## src/design/ccp_map.svh

```systemverilog
// register offsets and codes of the capture/compare/pwm unit
`ifndef CCP_MAP_SVH
`define CCP_MAP_SVH
`define OFS_MODE   4'h0
`define OFS_DUTYH  4'h1
`define OFS_CAPH   4'h2
`define OFS_TBSA   4'h3
`define OFS_TBSB   4'h4
`define OFS_ASD    4'h5
`define OFS_EPWM   4'h6
`define OFS_STAT   4'h7
`define OFS_SYNC   4'h8
`define RST_BYTE   8'h00
`define M_OFF      4'h0
`define M_TOGGLE   4'h2
`define M_CAPF     4'h4
`define M_CAPR     4'h5
`define M_CAP4     4'h6
`define M_CAP16    4'h7
`define M_SETHI    4'h8
`define M_SETLO    4'h9
`define M_SWINT    4'hA
`define M_SPEV     4'hB
`define PRE4_LAST  4'h3
`define PRE16_LAST 4'hF
`define BR_SINGLE  2'h0
`define BR_FWD     2'h1
`define BR_HALF    2'h2
`define BR_REV     2'h3
`define SS_LOW     2'h0
`define IC_LAST    2'h3
`define HTRANS_NSQ 2'h2
`endif

```

## src/design/ccp_pkg.sv

```systemverilog
// state type of the capture/compare/pwm unit
package ccp_pkg;
   typedef struct packed {
      logic [7:0]  con;
      logic [7:0]  dutyh;
      logic [7:0]  caph;
      logic [7:0]  tbsa;
      logic [1:0]  tbsb;
      logic [7:0]  asd;
      logic [7:0]  epwm;
      logic        ifl;
      logic [1:0]  syncen;
      logic        a_act;
      logic        a_wr;
      logic [3:0]  a_idx;
      logic [31:0] rdata;
      logic [3:0]  s1;
      logic [3:0]  s2;
      logic        cap_p;
      logic [1:0]  cmp_al;
      logic [3:0]  presc;
      logic        cmp_pin;
      logic        match_p;
      logic [9:0]  duty;
      logic        raw_p;
      logic [6:0]  dly;
      logic [1:0]  ic;
      logic [3:0]  lvl;
      logic [3:0]  oe;
      logic        sev;
      logic        adc;
   } state_t;
endpackage

```

## src/design/ccp_unit.sv

```systemverilog
// capture/compare/pwm unit with enhanced bridge pwm and auto-shutdown
`include "ccp_map.svh"
// Overview of operation
// - mode 0000 turns capture, compare and pwm off and resets the unit
// - mode 0100 captures timer on falling input edge, 0101 on rising edge
// - mode 0110 captures every 4th rising edge, 0111 every 16th
// - mode 0010 toggles the compare pin on each match
// - mode 1000 starts pin low, sets it high on match, sets flag
// - mode 1001 starts pin high, drives it low on match, sets flag
// - mode 1010 only sets flag on match, pin returns to port control
// - mode 1011 match resets timer, sets flag, starts enabled conversion
// - enhanced modes 11xx are pwm, low bits give pair polarities, zero active-high
// - simple units treat 11xx as plain pwm without bridge bits
// - outside pwm, A is capture/compare pin, B C D are port pins
// - bridge 00 modulates only A, B C D stay port pins
// - bridge 10 drives A and B complementary with dead-band
// - bridge 01 modulates D, A active; 11 modulates B, C active
// - duty is 10 bits: low two from mode register, upper from duty byte
// - per-unit 2-bit time base select: 00, 01, 10 timers, 11 reserved
// - fifth unit selector in bits 1-0 of own register, rest read zero
// - shutdown source picks comparator one, two, either, int pin, or mixes
// - in shutdown A and C go low, high or released per state field
// - in shutdown B and D follow their own state field likewise
// - with restart enabled, status clears itself once the condition ends
// - each active-going pwm edge is delayed by the 7-bit instruction count
// - synchronised comparator shutdown waits for the slow timer tick
// - shutdown touches only pins that currently carry pwm
module ccp_unit #(
   parameter bit ENHANCED = 1'b1
) (
   // clock and reset
   input  wire logic        hclk,
   input  wire logic        hresetn,
   // ahb-lite slave
   input  wire logic        hsel,
   input  wire logic [31:0] haddr,
   input  wire logic [1:0]  htrans,
   input  wire logic        hwrite,
   input  wire logic [2:0]  hsize,
   input  wire logic [31:0] hwdata,
   input  wire logic        hready,
   output logic      [31:0] hrdata,
   output logic             hreadyout,
   output logic             hresp,
   // timers and events
   input  wire logic [15:0] tmr_value,
   input  wire logic [9:0]  pwm_tb_count,
   input  wire logic        pwm_period_start,
   input  wire logic        slow_timer_tick,
   input  wire logic        adc_enabled,
   output logic      [9:0]  time_base_sel,
   output logic             special_event_reset,
   output logic             adc_start,
   output logic             unit_interrupt_flag,
   // async pins
   input  wire logic        capture_in,
   input  wire logic        cmp1_out,
   input  wire logic        cmp2_out,
   input  wire logic        int_pin,
   // output pins a..d in bit order
   output logic      [3:0]  pin_out,
   output logic      [3:0]  pin_oe
);
   ccp_pkg::state_t s_q, s_d;

   logic [3:0] mode;
   logic [1:0] br;
   logic       pwm_m, dphase, wr_con, wr_as, cap_r, cap_f, cap_hit;
   logic       match, mr, cmp_m, c1e, c2e, evt, raw, mod_p, mod_n, ic_en;
   logic [3:0] act, on, pol;

   always_comb begin
      mode    = s_q.con[3:0];
      br      = ENHANCED ? s_q.con[7:6] : `BR_SINGLE;
      pwm_m   = (mode[3:2] == 2'b11);
      dphase  = s_q.a_act;
      wr_con  = dphase && s_q.a_wr && (s_q.a_idx == `OFS_MODE);
      wr_as   = dphase && s_q.a_wr && (s_q.a_idx == `OFS_ASD);
      ic_en   = (s_q.ic == `IC_LAST);
      cap_r   = s_q.s2[0] && !s_q.cap_p;
      cap_f   = !s_q.s2[0] && s_q.cap_p;
      match   = (tmr_value == {s_q.caph, s_q.dutyh});
      mr      = match && !s_q.match_p;
      cmp_m   = (mode == `M_TOGGLE) || (mode[3:2] == 2'b10);
      c1e     = s_q.syncen[0] ? s_q.cmp_al[0] : s_q.s2[1];
      c2e     = s_q.syncen[1] ? s_q.cmp_al[1] : s_q.s2[2];
      evt     = (s_q.asd[4] && c1e) || (s_q.asd[5] && c2e) || (s_q.asd[6] && !s_q.s2[3]);
      cap_hit = 1'b0;
      unique case (mode)
         `M_CAPF:  cap_hit = cap_f;
         `M_CAPR:  cap_hit = cap_r;
         `M_CAP4:  cap_hit = cap_r && (s_q.presc == `PRE4_LAST);
         `M_CAP16: cap_hit = cap_r && (s_q.presc == `PRE16_LAST);
         default:  cap_hit = 1'b0;
      endcase
      raw   = pwm_tb_count < s_q.duty;
      mod_p = raw && (s_q.dly >= s_q.epwm[6:0]);
      mod_n = !raw && (s_q.dly >= s_q.epwm[6:0]);
      pol   = ENHANCED ? {mode[0], mode[1], mode[0], mode[1]} : 4'h0;
      act   = 4'h0;
      on    = 4'h0;
      if (pwm_m) begin
         unique case (br)
            `BR_SINGLE: begin
               act = {3'b000, mod_p};
               on  = 4'b0001;
            end
            `BR_HALF: begin
               act = {2'b00, mod_n, mod_p};
               on  = 4'b0011;
            end
            `BR_FWD: begin
               act = {mod_p, 3'b001};
               on  = 4'b1111;
            end
            `BR_REV: begin
               act = {2'b01, mod_p, 1'b0};
               on  = 4'b1111;
            end
         endcase
      end
   end

   always_comb begin
      s_d     = s_q;
      s_d.sev = 1'b0;
      s_d.adc = 1'b0;
      s_d.s1  = {int_pin, cmp2_out, cmp1_out, capture_in};
      s_d.s2  = s_q.s1;
      s_d.cap_p   = s_q.s2[0];
      s_d.match_p = match;
      s_d.ic  = s_q.ic + 2'h1;
      if (slow_timer_tick) begin
         s_d.cmp_al = s_q.s2[2:1];
      end
      // bus data phase
      if (dphase && s_q.a_wr) begin
         unique case (s_q.a_idx)
            `OFS_MODE:  s_d.con = ENHANCED ? hwdata[7:0] : {2'b00, hwdata[5:0]};
            `OFS_DUTYH: s_d.dutyh = hwdata[7:0];
            `OFS_CAPH:  s_d.caph = hwdata[7:0];
            `OFS_TBSA:  s_d.tbsa = hwdata[7:0];
            `OFS_TBSB:  s_d.tbsb = hwdata[1:0];
            `OFS_ASD:   s_d.asd = hwdata[7:0];
            `OFS_EPWM:  s_d.epwm = hwdata[7:0];
            `OFS_STAT:  s_d.ifl = s_q.ifl && !hwdata[0];
            `OFS_SYNC:  s_d.syncen = hwdata[1:0];
            default:    s_d.ifl = s_d.ifl;
         endcase
      end
      if (wr_con && hwdata[3:0] == `M_SETHI) begin
         s_d.cmp_pin = 1'b0;
      end
      if (wr_con && hwdata[3:0] == `M_SETLO) begin
         s_d.cmp_pin = 1'b1;
      end
      // capture
      if (mode == `M_CAP4 || mode == `M_CAP16) begin
         if (cap_hit) begin
            s_d.presc = 4'h0;
         end else if (cap_r) begin
            s_d.presc = s_q.presc + 4'h1;
         end
      end
      if (cap_hit) begin
         {s_d.caph, s_d.dutyh} = tmr_value;
         s_d.ifl = 1'b1;
      end
      // compare
      if (mr && cmp_m) begin
         unique case (mode)
            `M_TOGGLE: s_d.cmp_pin = !s_q.cmp_pin;
            `M_SETHI: begin
               s_d.cmp_pin = 1'b1;
               s_d.ifl = 1'b1;
            end
            `M_SETLO: begin
               s_d.cmp_pin = 1'b0;
               s_d.ifl = 1'b1;
            end
            `M_SWINT:  s_d.ifl = 1'b1;
            `M_SPEV: begin
               s_d.ifl = 1'b1;
               s_d.sev = 1'b1;
               s_d.adc = adc_enabled;
            end
            default:   s_d.ifl = 1'b1;
         endcase
      end
      // pwm duty latched per period to avoid glitched pulses
      if (pwm_period_start) begin
         s_d.duty = {s_q.dutyh, s_q.con[5:4]};
      end
      if (raw != s_q.raw_p) begin
         s_d.dly = 7'h00;
      end else if (ic_en && s_q.dly != 7'h7F) begin
         s_d.dly = s_q.dly + 7'h01;
      end
      s_d.raw_p = raw;
      // shutdown status, set wins over software clear
      if (ENHANCED && s_q.asd[7] && s_q.epwm[7] && !evt) begin
         s_d.asd[7] = 1'b0;
      end
      if (ENHANCED && evt) begin
         s_d.asd[7] = 1'b1;
      end
      // pins
      for (int i = 0; i < 4; i++) begin
         s_d.lvl[i] = act[i] ^ pol[i];
         s_d.oe[i]  = on[i];
         if (on[i] && s_q.asd[7]) begin
            if (i == 0 || i == 2) begin
               s_d.lvl[i] = s_q.asd[2];
               s_d.oe[i]  = !s_q.asd[3];
            end else begin
               s_d.lvl[i] = s_q.asd[0];
               s_d.oe[i]  = !s_q.asd[1];
            end
         end
      end
      if (!pwm_m) begin
         s_d.lvl = {3'b000, s_q.cmp_pin};
         s_d.oe  = {3'b000, (mode == `M_TOGGLE) || (mode[3:1] == 3'b100)};
      end
      if (mode == `M_OFF) begin
         s_d.presc   = 4'h0;
         s_d.cmp_pin = 1'b0;
         s_d.dly     = 7'h00;
         s_d.lvl     = 4'h0;
         s_d.oe      = 4'h0;
      end
      // bus address phase
      s_d.a_act = hsel && hready && (htrans == `HTRANS_NSQ);
      s_d.a_wr  = hwrite;
      s_d.a_idx = haddr[5:2];
      if (hsel && hready && (htrans == `HTRANS_NSQ) && !hwrite) begin
         unique case (haddr[5:2])
            `OFS_MODE:  s_d.rdata = {24'h0, s_q.con};
            `OFS_DUTYH: s_d.rdata = {24'h0, s_q.dutyh};
            `OFS_CAPH:  s_d.rdata = {24'h0, s_q.caph};
            `OFS_TBSA:  s_d.rdata = {24'h0, s_q.tbsa};
            `OFS_TBSB:  s_d.rdata = {30'h0, s_q.tbsb};
            `OFS_ASD:   s_d.rdata = {24'h0, s_q.asd};
            `OFS_EPWM:  s_d.rdata = {24'h0, s_q.epwm};
            `OFS_STAT:  s_d.rdata = {31'h0, s_q.ifl};
            `OFS_SYNC:  s_d.rdata = {30'h0, s_q.syncen};
            default:    s_d.rdata = 32'h0;
         endcase
      end
   end

   always_ff @(posedge hclk or negedge hresetn) begin
      if (!hresetn) begin
         s_q <= '0;
      end else begin
         s_q <= s_d;
      end
   end

   assign hrdata              = s_q.rdata;
   assign hreadyout           = 1'b1;
   assign hresp               = 1'b0;
   assign time_base_sel       = {s_q.tbsb, s_q.tbsa};
   assign special_event_reset = s_q.sev;
   assign adc_start           = s_q.adc;
   assign unit_interrupt_flag = s_q.ifl;
   assign pin_out             = s_q.lvl;
   assign pin_oe              = s_q.oe;
endmodule

```

## config.mk

```make
export PLATFORM = sky130hd
export DESIGN_NAME = ccp_unit
export DESIGN_NICKNAME = d
export VERILOG_FILES = /design/src/design/ccp_pkg.sv /design/src/design/ccp_unit.sv
export VERILOG_INCLUDE_DIRS = /design/src /design/src/design
export SDC_FILE = /design/constraint.sdc
export NUM_CORES = 1
export LEC_CHECK = 0
export BUFFER_PORTS_ARGS = -buffer_cell sky130_fd_sc_hd__clkbuf_2
export CAP_MARGIN = 25
export CORE_MARGIN = 2
export CORE_UTILIZATION = 28
export CTS_CLUSTER_DIAMETER = 200
export CTS_CLUSTER_SIZE = 40
export DETAILED_ROUTE_END_ITERATION = 6
export PLACE_DENSITY_LB_ADDON = 0.25
export SETUP_SLACK_MARGIN = 0.05
export SLEW_MARGIN = 40
export SYNTH_ARGS = -nofsm -noshare
export SYNTH_HDL_FRONTEND = slang
export SYNTH_SLANG_ARGS = --single-unit
export TNS_END_PERCENT = 30
```

## constraint.sdc

```tcl
create_clock -name hclk -period 3.4 [get_ports hclk]
set_clock_uncertainty 0.2 [all_clocks]
set_input_delay 0.68 -clock hclk [delete_from_list [all_inputs] [get_ports hclk]]
set_output_delay 0.68 -clock hclk [all_outputs]
set_load 0.005 [all_outputs]
```

==> summary by stage <==
Clocking
The number of buffers inserted during clock tree synthesis is 17. The level count of the clock H-tree is 4. Counting along the longest clock path gives a buffer depth of 2. The clock tree from TritonCTS is built. The count of buffers added by post-CTS timing repair for setup is 0. The TritonCTS sink count is between 100 and 150. Clock tree synthesis selected as its root buffer the cell clkbuf_16.

Clock latency on the worst-skew pair, taken at its later pin, is between 0.4 and 0.5 ns. Hold repair after CTS inserted 0 buffers. Gates resized during post-CTS repair numbered 0. Clock-pin slew was measured on the worst setup and hold paths at 0.05 ns.

Setup path
The class of the most critical setup path is reg -> reg. The worst setup path is launched from a register. The data arrival time of the worst path is 2.69 ns.

The worst setup path is captured at a register. Data on the critical path is required at its endpoint by approximately 3.6 ns. The maximum net fanout on the critical path is 5.

Synthesis
After synthesis, the share of flip-flops with an asynchronous set or reset is 1.000. The count of different cell masters after synthesis is 61. The post-synthesis register bit count is 114. The share of synthesized area occupied by flip-flops and latches is 0.4632. Yosys printed 0 warnings. The cell area after synthesis is a little over 0.006 mm^2.

The number of enable flip-flop cells after synthesis is 0. Of all cell types, the one taking the most synthesized area is dfrtp_1. By area the synthesized netlist is led by dfrtp_1 46%, buf_4 6.6%, mux2_2 4.2%. The share of the synthesized area in the top cell type is 0.4632. The cell count after synthesis is just over 600.

The post-synthesis area per instance is about 10 um^2. For this run, the leading register cell type out of synthesis is dfrtp_1.

Drt
The routed length on met1 is between 7000 and 8000 um. The remaining routing DRC violations is 0. The length of the first detailed-routing pass in iterations is 5. The detailed router finished its first iteration with 240 violations. Summed over all nets, wire length on met2 after detailed routing comes to approximately 7300 um. In the final routed layout, each cell accounts on average for roughly 16 um. Routed signal wires occupy layers up through met4.

The routed design has 15,760 um of wire. The detail route stage leaves a number of antenna-violating nets equal to 0. The routed layout has ~4,400 vias.

The mean number of vias per cell is ~4.6. The met3 wirelength from detailed routing is 763 um.

Global routing
The total track usage is 0.1416. The pin count of the biggest net entering global routing is 115. The number of antenna violations at the first check in global routing is 0. The via count of the first global-routing pass is 4,355.

The final global-route overflow total is 0. The first global-routing pass estimated between 20,000 and 30,000 um of wire.

Floorplanning
The floorplan step set the die width to ~150 um. The die footprint is 0.02320 mm^2. The region available for standard cell placement spans roughly 0.022 mm^2. For this design the top-level I/O count stands at ~160.

For this configuration, the core starts out at a cell density of 0.2840. The floorplan step set the die height to 152.3 um. The number of rows created at floorplan is 54.

STA
The max-slew violation count is 0. In the finished design, the share of the clock period the worst path needs comes to 0.7463. The count of endpoints failing hold in the final timing report is 0. The worst slew slack as a fraction of its limit is 0.4886. The total negative slack is 0 ns.

Setup violations remaining at the end of the flow were counted as 0. The timing-limited maximum frequency is around 390 MHz. Counting I/O delays and the setup requirement, the final critical path takes 2.537 ns.

Setup repair after global routing left no endpoint under its margin. The slew at the pin with the worst max-slew slack is around 0.76 ns.

Power and ir drop
Summed over all cells, the static leakage comes to between 3 and 4 nW. The worst-case IR drop observed on VDD is 0.3099 mV. For this design the ratio of total power to cell area is about 570 mW/mm^2.

Place
After detailed placement, the total cell area comes to 0.006556 mm^2. Buffers placed on the I/O ports in this run total 80. Detailed placement finished with a half-perimeter wire length of about 12,000 um. Once placement completed, the tool counted placed cells totaling about 930. The final weighted congestion in routability-driven placement is just over 0.8.

Finish
The layout cell share with drive strength beyond 1 is 0.2255. Measured on the finished design, the core utilization comes to 0.3303. The number of nets in the layout is ~800. The number of antenna diodes in the final layout is 0. The area growth from synthesis to layout is 16.33%.

The finished cells cover around 0.0072 mm^2. The final non-filler cell total is roughly 960.

Job
Across the run, the number of max-cap violations was 0.

Hold path
The worst min-delay path category is in -> async.

Status
The flow ran to the end, and the final reports show no timing, DRC or antenna violations.
## area by class of cell
class / count / area (um^2)
clock inverters: 15 / 182.7
multi-input cells: 422 / 2776
inverters: 27 / 101.3
flip-flops and latches: 114 / 2853
clock buffers: 17 / 425.4
well taps: 280 / 350.3
repair buffers: 88 / 475.5
fillers: 2225 / 14520
## layer usage
metal	GRT usage	vias to the layer above
met5	0	-
met4	0.04450	0
met3	0.04152	16
met2	0.2227	92
met1	0.1885	2088
li1	-	2204
## Yosys cell counts (all sizes together) (3+ instances only)
cell / count
a211oi: 3
a21o: 3
a21oi: 33
a221o: 6
a221oi: 3
a22o: 8
a31oi: 5
and2: 4
and3: 7
buf: 62
clkbuf: 16
dfrtp: 114
ha: 19
inv: 27
mux2: 37
mux2i: 11
nand2: 68
nand2b: 6
nand3: 5
nand3b: 5
nand4: 10
nor2: 34
nor2b: 3
nor3: 7
nor3b: 5
nor4: 4
o21ai: 58
or3: 3
xnor2: 3
xor2: 20
## path summary, 6_finish.rpt
kind                          start        end  slack [ns]  depth (start not counted)
setup reg to reg           s_q[129]  adc_start        0.86                          6
min in group hclk           s_d[40]    s_q[40]        0.15                          0
max in group asynchronous   hresetn   s_q[127]        2.37                          2
setup / recovery           s_q[129]  adc_start        0.86                          6
hold reg to reg             s_d[40]    s_q[40]        0.15                          0
hold / removal              hresetn    s_d[41]        0.11                          2
## critical path, stage by stage, from the launching register on
cell and delay (ns):
dfrtp_1 0.45, xor2_1 0.17, nor4_1 0.37, nand4_1 0.26, or4_4 0.58, nor3_2 0.29, and2_1 0.16
## stage by stage
stage	total power, W	hold slack (ns)	setup WS, ns
after floorplan	0.002069	0.1312	1.002
after global placement	0.002265	0.1372	0.5672
after detailed placement	0.002271	0.1347	0.5763
after CTS	0.004122	0.1477	0.9057
after global routing	0.004293	0.1560	0.7591
final	0.004066	0.1082	0.8626
## power breakdown
| group | leakage, nW | internal, W | switching [W] |
|---|---|---|---|
| combinational | 1.63 | 0.000249 | 0.000317 |
| sequential | 1.43 | 0.00151 | 0.000169 |
| clock | 0.286 | 0.00116 | 0.000668 |
| total | 3.35 | 0.00291 | 0.00115 |
## cell families (layout without fill, tap and decap cells)
family / count (synthesis) / count (layout) / synth area share
compound gates: 135 / 135 / 0.1343
other cells: 2 / 26 / 0.001219
xor+xnor: 23 / 23 / 0.03271
flops: 114 / 114 / 0.4632
simple gates: 171 / 171 / 0.1428
mux: 48 / 48 / 0.08554
buf+inv: 106 / 147 / 0.1016
fa+ha+maj: 19 / 19 / 0.03860
## sequential cells by signal, summed over array words and instances, names as in the netlist
signal and count:
hrdata 8, mode 4, s_d 5, br 2, pin_out 4, s_q 73, time_base_sel 10, unit_interrupt_flag 1
special_event_reset 1, adc_start 1, pin_oe 4, dphase 1
## placed cells by master (no fill, tap or decap), types with 4 or more instances in the layout
| cell type | Yosys | final |
|---|---|---|
| nand3b_1 | 4 | 4 |
| xor2_1 | 20 | 20 |
| dfrtp_1 | 114 | 114 |
| inv_1 | 27 | 27 |
| nand4_1 | 10 | 10 |
| nor4_1 | 4 | 4 |
| ha_1 | 19 | 19 |
| o21ai_0 | 32 | 32 |
| conb_1 | 2 | 26 |
| a221o_1 | 6 | 6 |
| nor3_1 | 6 | 6 |
| nor2_1 | 33 | 33 |
| and3_1 | 7 | 7 |
| clkinvlp_4 | 0 | 4 |
| clkbuf_2 | 0 | 79 |
| nand3_1 | 5 | 5 |
| a22o_1 | 8 | 8 |
| a21oi_1 | 33 | 33 |
| nand2_1 | 68 | 68 |
| mux2i_1 | 11 | 11 |
| mux2_1 | 14 | 14 |
| o21ai_1 | 26 | 26 |
| clkbuf_16 | 0 | 17 |
| mux2_2 | 23 | 23 |
| and2_1 | 4 | 4 |
| nand2b_1 | 6 | 6 |
| buf_4 | 54 | 8 |
| a31oi_1 | 5 | 5 |
Note: power is estimated with default switching activity, not from simulation.
